<file path="src/core/fswc_pkg.sv">
// fswc_pkg: shared constants and types for the fpu status/tag/control bank
package fswc_pkg;
  // apb register byte offsets
  localparam logic [7:0] OFF_STATUS  = 8'h00; // status word, read only
  localparam logic [7:0] OFF_CONTROL = 8'h04; // control word, read/write
  localparam logic [7:0] OFF_TAG     = 8'h08; // last stored tag word
  localparam logic [7:0] OFF_IRQ_STS = 8'h0C; // sticky events, read only
  localparam logic [7:0] OFF_IRQ_EN  = 8'h10; // event enables
  localparam logic [7:0] OFF_IRQ_CLR = 8'h14; // write one to clear
  // status word field positions
  localparam int SW_IE  = 0;  // invalid_operation_flag
  localparam int SW_SF  = 6;  // stack_fault_flag
  localparam int SW_C0  = 8;
  localparam int SW_C1  = 9;  // condition_bit_one
  localparam int SW_C2  = 10; // condition_bit_two
  localparam int SW_TOP = 11; // stack top, 3 bits
  localparam int SW_C3  = 14;
  localparam logic [15:0] SW_RST = 16'h0000;
  // control word
  localparam int CW_INF = 12; // infinity closure bit
  localparam logic [15:0] CW_RST = 16'h0000;
  // instruction argument fields
  localparam int ARG_INC = 15; // incomplete flag for remainder/tangent
  // interrupt event positions
  localparam int IRQ_W    = 3;
  localparam int IRQ_SF   = 0; // stack fault
  localparam int IRQ_NUM  = 1; // numeric invalid operation
  localparam int IRQ_PTAN = 2; // tangent incomplete
  // tag encodings
  localparam logic [1:0] TAG_VALID   = 2'h0;
  localparam logic [1:0] TAG_ZERO    = 2'h1;
  localparam logic [1:0] TAG_SPECIAL = 2'h2;
  localparam logic [1:0] TAG_EMPTY   = 2'h3;
  // extended value layout
  localparam int EXP_W  = 15;
  localparam int FRAC_W = 63;

  // instruction codes seen by this bank
  typedef enum logic [3:0] {
    OP_NOP    = 4'h0,
    OP_INIT   = 4'h1, // fpu_initialize_instr
    OP_PREM   = 4'h2, // partial_remainder_instr
    OP_PTAN   = 4'h3, // partial_tangent_instr
    OP_PUSH   = 4'h4,
    OP_POP    = 4'h5,
    OP_READ   = 4'h6,
    OP_LDENV  = 4'h7, // environment_load_instr
    OP_RSTOR  = 4'h8, // state_restore_instr
    OP_STENV  = 4'h9, // environment_store_instr
    OP_SAVE   = 4'hA, // state_save_instr
    OP_WRREG  = 4'hB,
    OP_NUMINV = 4'hC,
    OP_CLREX  = 4'hD
  } fswc_op_t;

  // one instruction request
  typedef struct packed {
    fswc_op_t    op;    // instruction code
    logic [2:0]  idx;   // st(i) index
    logic [15:0] arg;   // tag word, quotient bits, incomplete flag
    logic [79:0] value; // register contents for push/write
  } fswc_instr_t;
endpackage

</file>
<file path="src/core/fswc_top.sv">
// fswc_top: fpu status, control and tag words with apb access
`timescale 1ns/10ps
// Operation
// - condition codes zeroed: init, incomplete remainder, reset
// - status bit 10 flags incomplete tangent
// - control bit 12 stored, never affects arithmetic
// - stack fault sets invalid and stack flags
// - status bit 9 tells overflow from underflow
// - numeric invalid leaves stack fault flag alone
// - loaded tag 11 empty, others nonempty
// - operand class comes from register contents
// - stored tag word recomputed from register contents
module fswc_top (
  input  wire logic                pclk,
  input  wire logic                presetn,
  input  wire logic                psel,
  input  wire logic                penable,
  input  wire logic                pwrite,
  input  wire logic [7:0]          paddr,
  input  wire logic [31:0]         pwdata,
  output logic      [31:0]         prdata,
  output logic                     pready,
  output logic                     pslverr,
  input  wire logic                instr_valid,
  input  wire fswc_pkg::fswc_instr_t instr,
  output logic                     instr_done,
  output logic      [15:0]         tag_word_out,
  output logic      [15:0]         arith_ctrl,
  output logic                     irq
);
  // stack slot helpers
  function automatic logic [2:0] fswc_phys(input logic [2:0] t,
                                           input logic [2:0] i);
    return 3'(t + i);
  endfunction

  // tag word from empty marks and content classes
  function automatic logic [15:0] fswc_tags(input logic [7:0] emp,
                                            input logic [15:0] cl);
    logic [15:0] tw;
    tw = '0;
    for (int k = 0; k < 8; k++)
      tw[2*k +: 2] = emp[k] ? fswc_pkg::TAG_EMPTY : cl[2*k +: 2];
    return tw;
  endfunction

  // empty marks taken from a loaded tag word
  function automatic logic [7:0] fswc_ld_empty(input logic [15:0] tw);
    logic [7:0] e;
    e = '0;
    for (int k = 0; k < 8; k++)
      e[k] = (tw[2*k +: 2] == fswc_pkg::TAG_EMPTY);
    return e;
  endfunction

  logic [15:0] sw;        // status word without the top field
  logic [2:0]  top;       // stack top pointer
  logic [15:0] cw;        // control word as written
  logic [7:0]  empty;     // per physical register empty mark
  logic [15:0] cls;       // per register class from contents
  logic [1:0]  cls_in;    // class of the incoming value
  logic        go;        // instruction accepted this cycle
  logic [2:0]  push_slot; // slot a push would fill
  logic [2:0]  rd_slot;   // slot addressed by st(idx)
  logic        ovf;       // push onto a nonempty slot
  logic        unf;       // pop or read of an empty slot
  logic        sfault;    // either stack fault
  logic        numinv;    // numeric invalid operation
  logic        ptan_inc;  // tangent reduction incomplete
  logic [15:0] status_now;
  logic        apb_setup;
  logic        apb_wr;
  // event count comes from the package so the map and the bank agree
  localparam int IRQ_WIDTH = fswc_pkg::IRQ_W;
  logic [IRQ_WIDTH-1:0] irq_sts;
  logic [IRQ_WIDTH-1:0] irq_en;
  logic [IRQ_WIDTH-1:0] irq_evt;
  logic        irq_q;     // registered interrupt level

  fswc_classify u_cls (
    .value (instr.value),
    .cls   (cls_in)
  );

  // decode of the present instruction
  assign go        = instr_valid;
  assign push_slot = 3'(top - 3'h1);
  assign rd_slot   = fswc_phys(top, instr.idx);
  assign ovf       = go && instr.op == fswc_pkg::OP_PUSH
                     && !empty[push_slot];
  assign unf       = go && ((instr.op == fswc_pkg::OP_POP && empty[top])
                     || (instr.op == fswc_pkg::OP_READ
                         && empty[rd_slot]));
  assign sfault    = ovf || unf;
  assign numinv    = go && instr.op == fswc_pkg::OP_NUMINV;
  assign ptan_inc  = go && instr.op == fswc_pkg::OP_PTAN
                     && instr.arg[fswc_pkg::ARG_INC];
  assign status_now = sw | {2'h0, top, 11'h000};

  // status word: condition codes and exception flags
  always_ff @(posedge pclk or negedge presetn) begin
    if (!presetn) begin
      sw <= fswc_pkg::SW_RST;
    end else if (go) begin
      case (instr.op)
        fswc_pkg::OP_INIT: begin
          sw <= fswc_pkg::SW_RST;
        end
        fswc_pkg::OP_PREM: begin
          sw[fswc_pkg::SW_C2] <= 1'b0;
          if (instr.arg[fswc_pkg::ARG_INC]) begin
            // unfinished reduction leaves no stale quotient bits
            sw[fswc_pkg::SW_C0] <= 1'b0;
            sw[fswc_pkg::SW_C1] <= 1'b0;
            sw[fswc_pkg::SW_C3] <= 1'b0;
          end else begin
            sw[fswc_pkg::SW_C0] <= instr.arg[2];
            sw[fswc_pkg::SW_C3] <= instr.arg[1];
            sw[fswc_pkg::SW_C1] <= instr.arg[0];
          end
        end
        fswc_pkg::OP_PTAN: begin
          // lets software test the operand range quickly
          sw[fswc_pkg::SW_C2] <= instr.arg[fswc_pkg::ARG_INC];
        end
        fswc_pkg::OP_NUMINV: begin
          sw[fswc_pkg::SW_IE] <= 1'b1;
        end
        fswc_pkg::OP_CLREX: begin
          sw[7:0] <= 8'h00; // exception flags only
        end
        default: begin
          // stack ops handled below
        end
      endcase
      if (sfault) begin
        sw[fswc_pkg::SW_IE] <= 1'b1;
        sw[fswc_pkg::SW_SF] <= 1'b1;
        sw[fswc_pkg::SW_C1] <= ovf;
      end
    end
  end

  // stack top pointer
  always_ff @(posedge pclk or negedge presetn) begin
    if (!presetn) begin
      top <= 3'h0;
    end else if (go) begin
      case (instr.op)
        fswc_pkg::OP_INIT: top <= 3'h0;
        fswc_pkg::OP_PUSH: if (!ovf) top <= push_slot;
        fswc_pkg::OP_POP:  if (!unf) top <= 3'(top + 3'h1);
        default:           top <= top;
      endcase
    end
  end

  // empty marks and content classes per physical register
  always_ff @(posedge pclk or negedge presetn) begin
    if (!presetn) begin
      empty <= 8'hFF;
      cls   <= 16'h0000;
    end else if (go) begin
      case (instr.op)
        fswc_pkg::OP_INIT: empty <= 8'hFF;
        fswc_pkg::OP_PUSH: begin
          if (!ovf) begin
            empty[push_slot]      <= 1'b0;
            cls[2*push_slot +: 2] <= cls_in;
          end
        end
        fswc_pkg::OP_POP: if (!unf) empty[top] <= 1'b1;
        fswc_pkg::OP_WRREG: begin
          // restored contents are classified as written
          empty[rd_slot]      <= 1'b0;
          cls[2*rd_slot +: 2] <= cls_in;
        end
        fswc_pkg::OP_LDENV, fswc_pkg::OP_RSTOR: begin
          // loaded class codes are dropped, only emptiness kept
          empty <= fswc_ld_empty(instr.arg);
        end
        default: empty <= empty;
      endcase
    end
  end

  // tag word written out by store and save
  always_ff @(posedge pclk or negedge presetn) begin
    if (!presetn) begin
      tag_word_out <= 16'hFFFF;
    end else if (go && (instr.op == fswc_pkg::OP_STENV
                     || instr.op == fswc_pkg::OP_SAVE)) begin
      tag_word_out <= fswc_tags(empty, cls);
    end
  end

  // one-cycle completion pulse
  always_ff @(posedge pclk or negedge presetn) begin
    if (!presetn) instr_done <= 1'b0;
    else          instr_done <= go;
  end

  // control word; init restores the default
  always_ff @(posedge pclk or negedge presetn) begin
    if (!presetn) begin
      cw <= fswc_pkg::CW_RST;
    end else if (go && instr.op == fswc_pkg::OP_INIT) begin
      cw <= fswc_pkg::CW_RST;
    end else if (apb_wr && paddr == fswc_pkg::OFF_CONTROL) begin
      cw <= pwdata[15:0];
    end
  end

  // datapath copy; closure bit masked so only affine arithmetic exists
  always_ff @(posedge pclk or negedge presetn) begin
    if (!presetn) begin
      arith_ctrl <= fswc_pkg::CW_RST & ~(16'h0001 << fswc_pkg::CW_INF);
    end else begin
      arith_ctrl <= cw & ~(16'h0001 << fswc_pkg::CW_INF);
    end
  end

  // interrupt events
  always_comb begin
    irq_evt = '0;
    irq_evt[fswc_pkg::IRQ_SF]   = sfault;
    irq_evt[fswc_pkg::IRQ_NUM]  = numinv;
    irq_evt[fswc_pkg::IRQ_PTAN] = ptan_inc;
  end

  fswc_irq #(
    .W (IRQ_WIDTH)
  ) u_irq (
    .clk    (pclk),
    .rst_n  (presetn),
    .evt    (irq_evt),
    .en_we  (apb_wr && paddr == fswc_pkg::OFF_IRQ_EN),
    .en_wd  (pwdata[IRQ_WIDTH-1:0]),
    .clr_we (apb_wr && paddr == fswc_pkg::OFF_IRQ_CLR),
    .clr_wd (pwdata[IRQ_WIDTH-1:0]),
    .sts    (irq_sts),
    .en     (irq_en),
    .irq    (irq_q)
  );
  assign irq = irq_q;

  // apb: data and error captured in setup, answer in first access cycle
  assign apb_setup = psel && !penable;
  assign apb_wr    = psel && penable && pready && pwrite;

  always_ff @(posedge pclk or negedge presetn) begin
    if (!presetn) begin
      pready  <= 1'b0;
      pslverr <= 1'b0;
      prdata  <= 32'h0000_0000;
    end else begin
      pready  <= apb_setup;
      pslverr <= 1'b0;
      prdata  <= 32'h0000_0000;
      if (apb_setup) begin
        case (paddr)
          fswc_pkg::OFF_STATUS:  if (!pwrite) prdata <= {16'h0000, status_now};
          fswc_pkg::OFF_CONTROL: if (!pwrite) prdata <= {16'h0000, cw};
          fswc_pkg::OFF_TAG: begin
            if (!pwrite) prdata <= {16'h0000, tag_word_out};
          end
          fswc_pkg::OFF_IRQ_STS: if (!pwrite) prdata <= 32'(irq_sts);
          fswc_pkg::OFF_IRQ_EN:  if (!pwrite) prdata <= 32'(irq_en);
          fswc_pkg::OFF_IRQ_CLR: prdata <= 32'h0000_0000; // reads zero
          default:               pslverr <= 1'b1; // unmapped
        endcase
      end
    end
  end

  logic [2:0] cc_slot; // helper: physical slot a write hit
  assign cc_slot = rd_slot;
endmodule

</file>
<file path="src/core/fswc_classify.sv">
// fswc_classify: derives a register tag class from its contents
`timescale 1ns/10ps
module fswc_classify (
  input  wire logic [79:0] value,
  output logic      [1:0]  cls
);
  logic [fswc_pkg::EXP_W-1:0]  expo; // biased exponent
  logic                        jbit; // explicit integer bit
  logic [fswc_pkg::FRAC_W-1:0] frac; // fraction

  assign expo = value[78:64];
  assign jbit = value[63];
  assign frac = value[62:0];

  // zero, normal valid, or anything else as special
  always_comb begin
    if (expo == '0 && !jbit && frac == '0)
      cls = fswc_pkg::TAG_ZERO;
    else if (expo != '0 && expo != '1 && jbit)
      cls = fswc_pkg::TAG_VALID;
    else
      cls = fswc_pkg::TAG_SPECIAL; // denormal, nan, infinity, unnormal
  end
endmodule

</file>
<file path="src/core/fswc_irq.sv">
// fswc_irq: sticky event bits, enable mask and level interrupt
`timescale 1ns/10ps
module fswc_irq #(
  parameter int W = 3
) (
  input  wire logic         clk,
  input  wire logic         rst_n,
  input  wire logic [W-1:0] evt,
  input  wire logic         en_we,
  input  wire logic [W-1:0] en_wd,
  input  wire logic         clr_we,
  input  wire logic [W-1:0] clr_wd,
  output logic      [W-1:0] sts,
  output logic      [W-1:0] en,
  output logic              irq
);
  logic [W-1:0] next_sts; // sticky value after this cycle

  // a clear never hides an event of the same cycle
  always_comb begin
    next_sts = clr_we ? (sts & ~clr_wd) : sts;
    next_sts = next_sts | evt;
  end

  // sticky status
  always_ff @(posedge clk or negedge rst_n) begin
    if (!rst_n) sts <= '0;
    else        sts <= next_sts;
  end

  // enable mask
  always_ff @(posedge clk or negedge rst_n) begin
    if (!rst_n)     en <= '0;
    else if (en_we) en <= en_wd;
  end

  // registered level output, in step with the status and enables
  always_ff @(posedge clk or negedge rst_n) begin
    if (!rst_n) irq <= 1'b0;
    else        irq <= |(next_sts & (en_we ? en_wd : en));
  end
endmodule

</file>
<file path="config.mk">
export PLATFORM = sky130hd
export DESIGN_NAME = fswc_top
export DESIGN_NICKNAME = d
export VERILOG_FILES = /design/src/core/fswc_pkg.sv /design/src/core/fswc_top.sv /design/src/core/fswc_classify.sv /design/src/core/fswc_irq.sv
export SDC_FILE = /design/constraint.sdc
export NUM_CORES = 1
export LEC_CHECK = 0
export ABC_AREA = 1
export BUFFER_PORTS_ARGS = -buffer_cell sky130_fd_sc_hd__buf_2
export CAP_MARGIN = 10
export CORE_MARGIN = 1
export CORE_UTILIZATION = 51
export CTS_CLUSTER_DIAMETER = 100
export DETAILED_ROUTE_END_ITERATION = 16
export GPL_ROUTABILITY_DRIVEN = 0
export PLACE_DENSITY = 0.92
export SETUP_SLACK_MARGIN = 0.1
export SLEW_MARGIN = 20
export SYNTH_ARGS = -nofsm -noshare
export SYNTH_HDL_FRONTEND = slang
export SYNTH_SLANG_ARGS = --single-unit
</file>
<file path="constraint.sdc">
create_clock -name pclk -period 3.81 [get_ports pclk]
set_input_delay 0.762 -clock pclk [delete_from_list [all_inputs] [get_ports pclk]]
set_output_delay 0.762 -clock pclk [all_outputs]
set_load 0.05 [all_outputs]
</file>
==> impl_metrics.ini, run 1 <==
[clocking]
clkTransAtPathRegs_ns = 0.07
cts_max_level = 3
cts_post_setup_buffers_inserted = 0
max-clock-path-buffers = 2
clock_sinks = 106
clockRootBuffer = clkbuf_16
ctsHoldBuffers = 0
tritoncts = built
cts_made_buffers = 9
postCtsResizedCells = 0
insertion_delay_ns = 0.35

[setup_path]
cp_num_buf_inv = 3
cp_cell_sequence = inv_1 -> ha_1 -> xnor2_2 -> ha_1 -> inv_1 -> nand2_1 -> nor3b_2 -> nor2_1 -> nor2_2 -> nand3_1 -> nand2_1 -> inv_1
cp-end-kind = register
slowest_delay_ns = 0.60
r2r_setup_slack_ns = 0.80
cp.arrival_ns = 3.25
crit_fanout = 12
crit_required_ns = 4.05
r2r_start = top[1]
path_common_cell = inv_1
start_kind = register
worstRegToRegCells = 12
path_delay_family = simple AND/OR/NAND/NOR gates
slowest_stage = dfrtp_1
critical_path_class = register to register
reg2reg_to = cls[14]

[route]
drt_wl_total_microns = 17800
drc = 0
routed_via_density = 5.44
ant_nets = 0
routedWlPerCell_microns = 14.4
vias = 6723
drt-initial-drc-count = 832
dr.pass1.iters = 6

[synth]
async_flop_share_pct = 100
yosysSeqAreaShare_pct = 41.6
ys_ff_latch = 106
synth_cell_type_count = 43
synth.cell_area_sq_um = 6450
synth_edf_count = 0
synth.largest_area_cell = dfrtp_1
synthFlopType = dfrtp_1
yosys-top-cells-area = dfrtp_1 (32%), nand2_1 (12%), dfstp_2 (9.8%)
syn_area_per_cell_sq_um = 7.28
netlist.area_leader.share_pct = 31.8
synthCells = 886
yosysWarnings = 0

[global_routing]
grt_pass1_vias = 6331
grt_max_degree = 92
grt_use_total_pct = 28.2
gr-total-overflow = 0
antenna_found_initial = 0
grt_pass1_wl_microns = 28800

[job]
drv_cap = 0

[floorplanning]
die_y_microns = 114
io_pins = 217
die_width_microns = 114
fp.dieArea_sq_um = 13100
start_util_pct = 53.0
core_area_sq_um = 12200
fp-row-count = 40

[place]
placedCellCount = 1220
hpwl_microns = 13300
port-buffer-count = 182

[sta]
final.period_utilization_pct = 79.0
hold_violations = 0
drv_slew = 0
rsz0062_at_grt = no
post-route-min-period_ns = 3.01
clock-skew-final_ns = 0.00776
worst_slew_pin_slew_ns = 0.940
maxSlewHeadroom_pct = 36.9
fmax_ghz = 0.332
setup_violations = 0
fin_tns_setup_ns = 0
holdWs_ns = 0.376

[final_layout]
diodes = 0
final_common_cell = nand2_1
layout-drive-gt1-share_pct = 26.0
finish.utilization_pct = 63.4
final_cells = 1236
final_cell_mix = nand2_1 (198), buf_2 (181), nor2_1 (140)
synthToLayoutAreaGrowth_pct = 19.6
fillerInstances = 1006
nNetsFinal = 1223

[power_and_ir_drop]
power_density_nw_per_um2 = 527
power.leakage_nw = 3.98
total_power_mw = 4.07
irDropWorstVdd_uv = 258

[worst_hold_path]
hold_path_end = arith_ctrl[6]
hold_class = register to register
holdCritStartpoint = cw[6]
holdPathStages = 0

[status]
status = complete, no violations
-- flip-flops by register name (all words and copies together) (netlist names) --
signal        cells
u_irq.sts         3
instr_done        1
top               3
sw                6
cw               16
pslverr           1
pready            1
tag_word_out     16
prdata           16
empty             8
u_irq.en          3
cls              16
arith_ctrl       15
u_irq.irq         1
-- power by group --
| group | internal, mW | total, mW | leakage [nW] | switching, mW |
|---|---|---|---|---|
| sequential | 1.40 | 1.59 | 1.30 | 0.187 |
| clock | 0.473 | 0.897 | 0.140 | 0.424 |
| combinational | 0.429 | 1.58 | 2.54 | 1.15 |
-- worst max-delay path by stage --
stage | start | depth (start not counted) | slack (ns) | endpoint
6_report | top[1] | 12 | 0.80 | cls[14]
4_1_cts | top[1] | 12 | 0.83 | cls[14]
2_1_floorplan | instr[96] | 13 | 0.81 | cls[12]
3_3_place_gp | instr[96] | 14 | 0.67 | cls[12]
3_5_place_dp | instr[96] | 14 | 0.62 | cls[12]
5_1_grt | top[1] | 12 | 0.53 | cls[14]
-- stage by stage --
step / cell area, sq um / worst slack [ns]
floorplan: 6510 / 0.809
global placement: 7420 / 0.666
detailed placement: 7420 / 0.624
CTS: 7710 / 0.827
global route: 7710 / 0.532
finish: 7710 / 0.801
-- cell type report --
class	instances	area, sq um	area share (%)
tap	168	210	2.73
inverter	120	453	5.87
multi-input combinational	638	3110	40.4
sequential	106	2680	34.8
clock inverter	5	47.5	0.616
clock buffer	11	243	3.15
timing repair buffer	188	962	12.5
-- synthesized netlist by cell type, types with 2 or more instances --
cell type / n
a21oi_1: 22
buf_2: 10
buf_4: 20
buf_6: 5
clkbuf_1: 3
dfrtp_1: 82
dfstp_2: 24
ha_1: 10
inv_1: 112
inv_2: 6
nand2_1: 198
nand2_2: 8
nand3_1: 67
nand3_2: 3
nand3_4: 3
nand4_1: 27
nor2_1: 140
nor2_2: 13
nor2_4: 3
nor3_1: 12
nor4_1: 2
nor4_2: 2
o21ai_0: 70
o21ai_1: 10
o21ai_2: 5
o221ai_1: 3
o22ai_1: 10
-- layer usage --
metal | track usage [%] | wire [microns] | vias up
met5 | 0 | 0 | -
met4 | 15.3 | 711 | 0
li1 | - | - | 3170
met3 | 4.92 | 1570 | 71
met1 | 31.1 | 6590 | 3019
met2 | 51.5 | 8910 | 463
-- kinds of logic (layout without fill, tap and decap cells) --
kind of cell    after synthesis  in the layout  share of synthesized area, %
xor+xnor                      2              2                         0.505
flops                       106            106                          41.6
simple gates                484            484                          33.8
compound gates              124            124                          10.6
other cells                   1             17                        0.0582
fa+ha+maj                    11             11                          2.25
buf+inv                     158            324                          11.2
No activity file was read; power rests on OpenSTA's default activity.
==> inputs of run 2 (changes only) <==
Clock period 3.81 ns to 3 ns, I/O delays scaled along.
==> impl_metrics.ini, run 2 (synthesized netlist as in run 1, its figures left out) <==
[status]
status = complete, no violations

[global_routing]
gr-usage-met2_pct = 50.7
use_met3_pct = 5.24
grt_max_degree = 56
grt_use_met1_pct = 32.0
grt_use_total_pct = 28.0
busiest_layer = met2
grt_pass1_vias = 6316
antenna_found_initial = 0
gr-total-overflow = 0
grt_pass1_wl_microns = 28800

[final_layout]
layout-drive-gt1-share_pct = 27.1
final_common_cell = nand2_1
synthToLayoutAreaGrowth_pct = 21.2
final_cell_mix = nand2_1 (198), buf_2 (181), nor2_1 (139)
diodes = 0
finish.utilization_pct = 64.3
nNetsFinal = 1235
finalInstanceArea_sq_um = 7820

[power_and_ir_drop]
p_int_mw = 2.98
switching_share_pct = 43.0
total_power_mw = 5.23
pwr-share-seq_pct = 38.4
irDropWorstVdd_uv = 298
p_comb_share_pct = 39.9
p_switching_mw = 2.25
power_density_nw_per_um2 = 669
p_clk_share_pct = 21.7
power.leakage_nw = 4.04

[sta]
fin_tns_setup_ns = 0
drv_slew = 0
final.period_utilization_pct = 89.5
fmax_ghz = 0.372
post-route-min-period_ns = 2.69
clock-skew-final_ns = 0.00831
rsz0062_at_grt = no
fin_ws_ns = 0.314
worst_slew_pin_slew_ns = 0.645
maxSlewHeadroom_pct = 57.0
setup_violations = 0
hold_violations = 0

[place]
place_ws_ns = -0.0391
port-buffer-count = 182
hpwl_microns = 13600
placed_area_sq_um = 7520

[setup_path]
cp-end-kind = register
crit_required_ns = 3.23
critical_path_class = register to register
path_common_cell = ha_1
cp_cell_sequence = ha_1 -> fa_1 -> clkinv_1 -> ha_1 -> ha_1 -> inv_1 -> nand3_1 -> nor2_2 -> inv_1 -> nand2_1 -> nand2_1 -> nor2_1 -> nor2_1
cp.arrival_ns = 2.92
start_kind = register
path_delay_family = adder cells
slowest_stage = fa_1
r2r_setup_slack_ns = 0.31
crit_fanout = 5
cp_num_buf_inv = 3
slowest_delay_ns = 0.51

[clocking]
cts_post_setup_buffers_inserted = 0
cts_made_buffers = 9
cts_max_level = 3
clkTransAtPathRegs_ns = 0.07
clock_sinks = 106
tritoncts = built
clockRootBuffer = clkbuf_16
max-clock-path-buffers = 2
ctsHoldBuffers = 0
postCtsResizedCells = 0
insertion_delay_ns = 0.34

[floorplanning]
fp-row-count = 40
io_pins = 217
die_y_microns = 114
die_width_microns = 114
core_area_sq_um = 12200
start_util_pct = 53.0
fp.dieArea_sq_um = 13100

[route]
drc = 0
ant_nets = 0
routed_via_density = 5.41
drt_wl_total_microns = 17800
vias = 6757
drt-initial-drc-count = 990
routedWlPerCell_microns = 14.3
dr.pass1.iters = 6

[worst_hold_path]
hold_class = input port to asynchronous set/reset pin

[job]
drv_cap = 0
run 2: area by class of cell:
| class | count | area, sq um |
|---|---|---|
| timing repair buffer | 200 | 1060 |
| clock buffer | 10 | 239 |
| multi-input combinational | 638 | 3120 |
| inverter | 120 | 453 |
| clock inverter | 6 | 56.3 |
| sequential | 106 | 2680 |
| tap | 168 | 210 |
| fill | 964 | 4340 |
run 2: through the flow:
stage | cells | hold slack, ns
3_3_place_gp | 1232 | 0.358
5_1_grt | 1248 | 0.328
4_1_cts | 1248 | 0.295
6_report | 1248 | 0.278
2_1_floorplan | 902 | 0.304
3_5_place_dp | 1232 | 0.362
run 2: routing by layer:
| layer | wire, microns | share of wire (%) |
|---|---|---|
| met5 | 6 | 0.034 |
| met4 | 612 | 3.4 |
| met2 | 8930 | 50 |
| met3 | 1510 | 8.5 |
| met1 | 6750 | 38 |
run 2: final timing paths:
| kind | end | cells past startpoint | startpoint |
|---|---|---|---|
| worst max-delay path | cls[12] | 13 | top[0] |
| worst min-delay path | cw[0] | 1 | presetn |
| worst max register to register | cls[12] | 13 | top[0] |
| worst min register to register | arith_ctrl[0] | 0 | cw[0] |
| max in group asynchronous | tag_word_out[6] | 2 | presetn |
| min in group pclk | arith_ctrl[0] | 0 | cw[0] |
run 2: power by group through the flow:
stage                     Sequential, mW  Clock [mW]  Combinational (mW)
final                               2.01        1.14                2.09
after detailed placement            2.02           0                2.03
after floorplan                     2.37           0                1.08
after CTS                           2.00        1.15                2.05
after global routing                2.04        1.20                2.27
after global placement              2.00           0                1.97
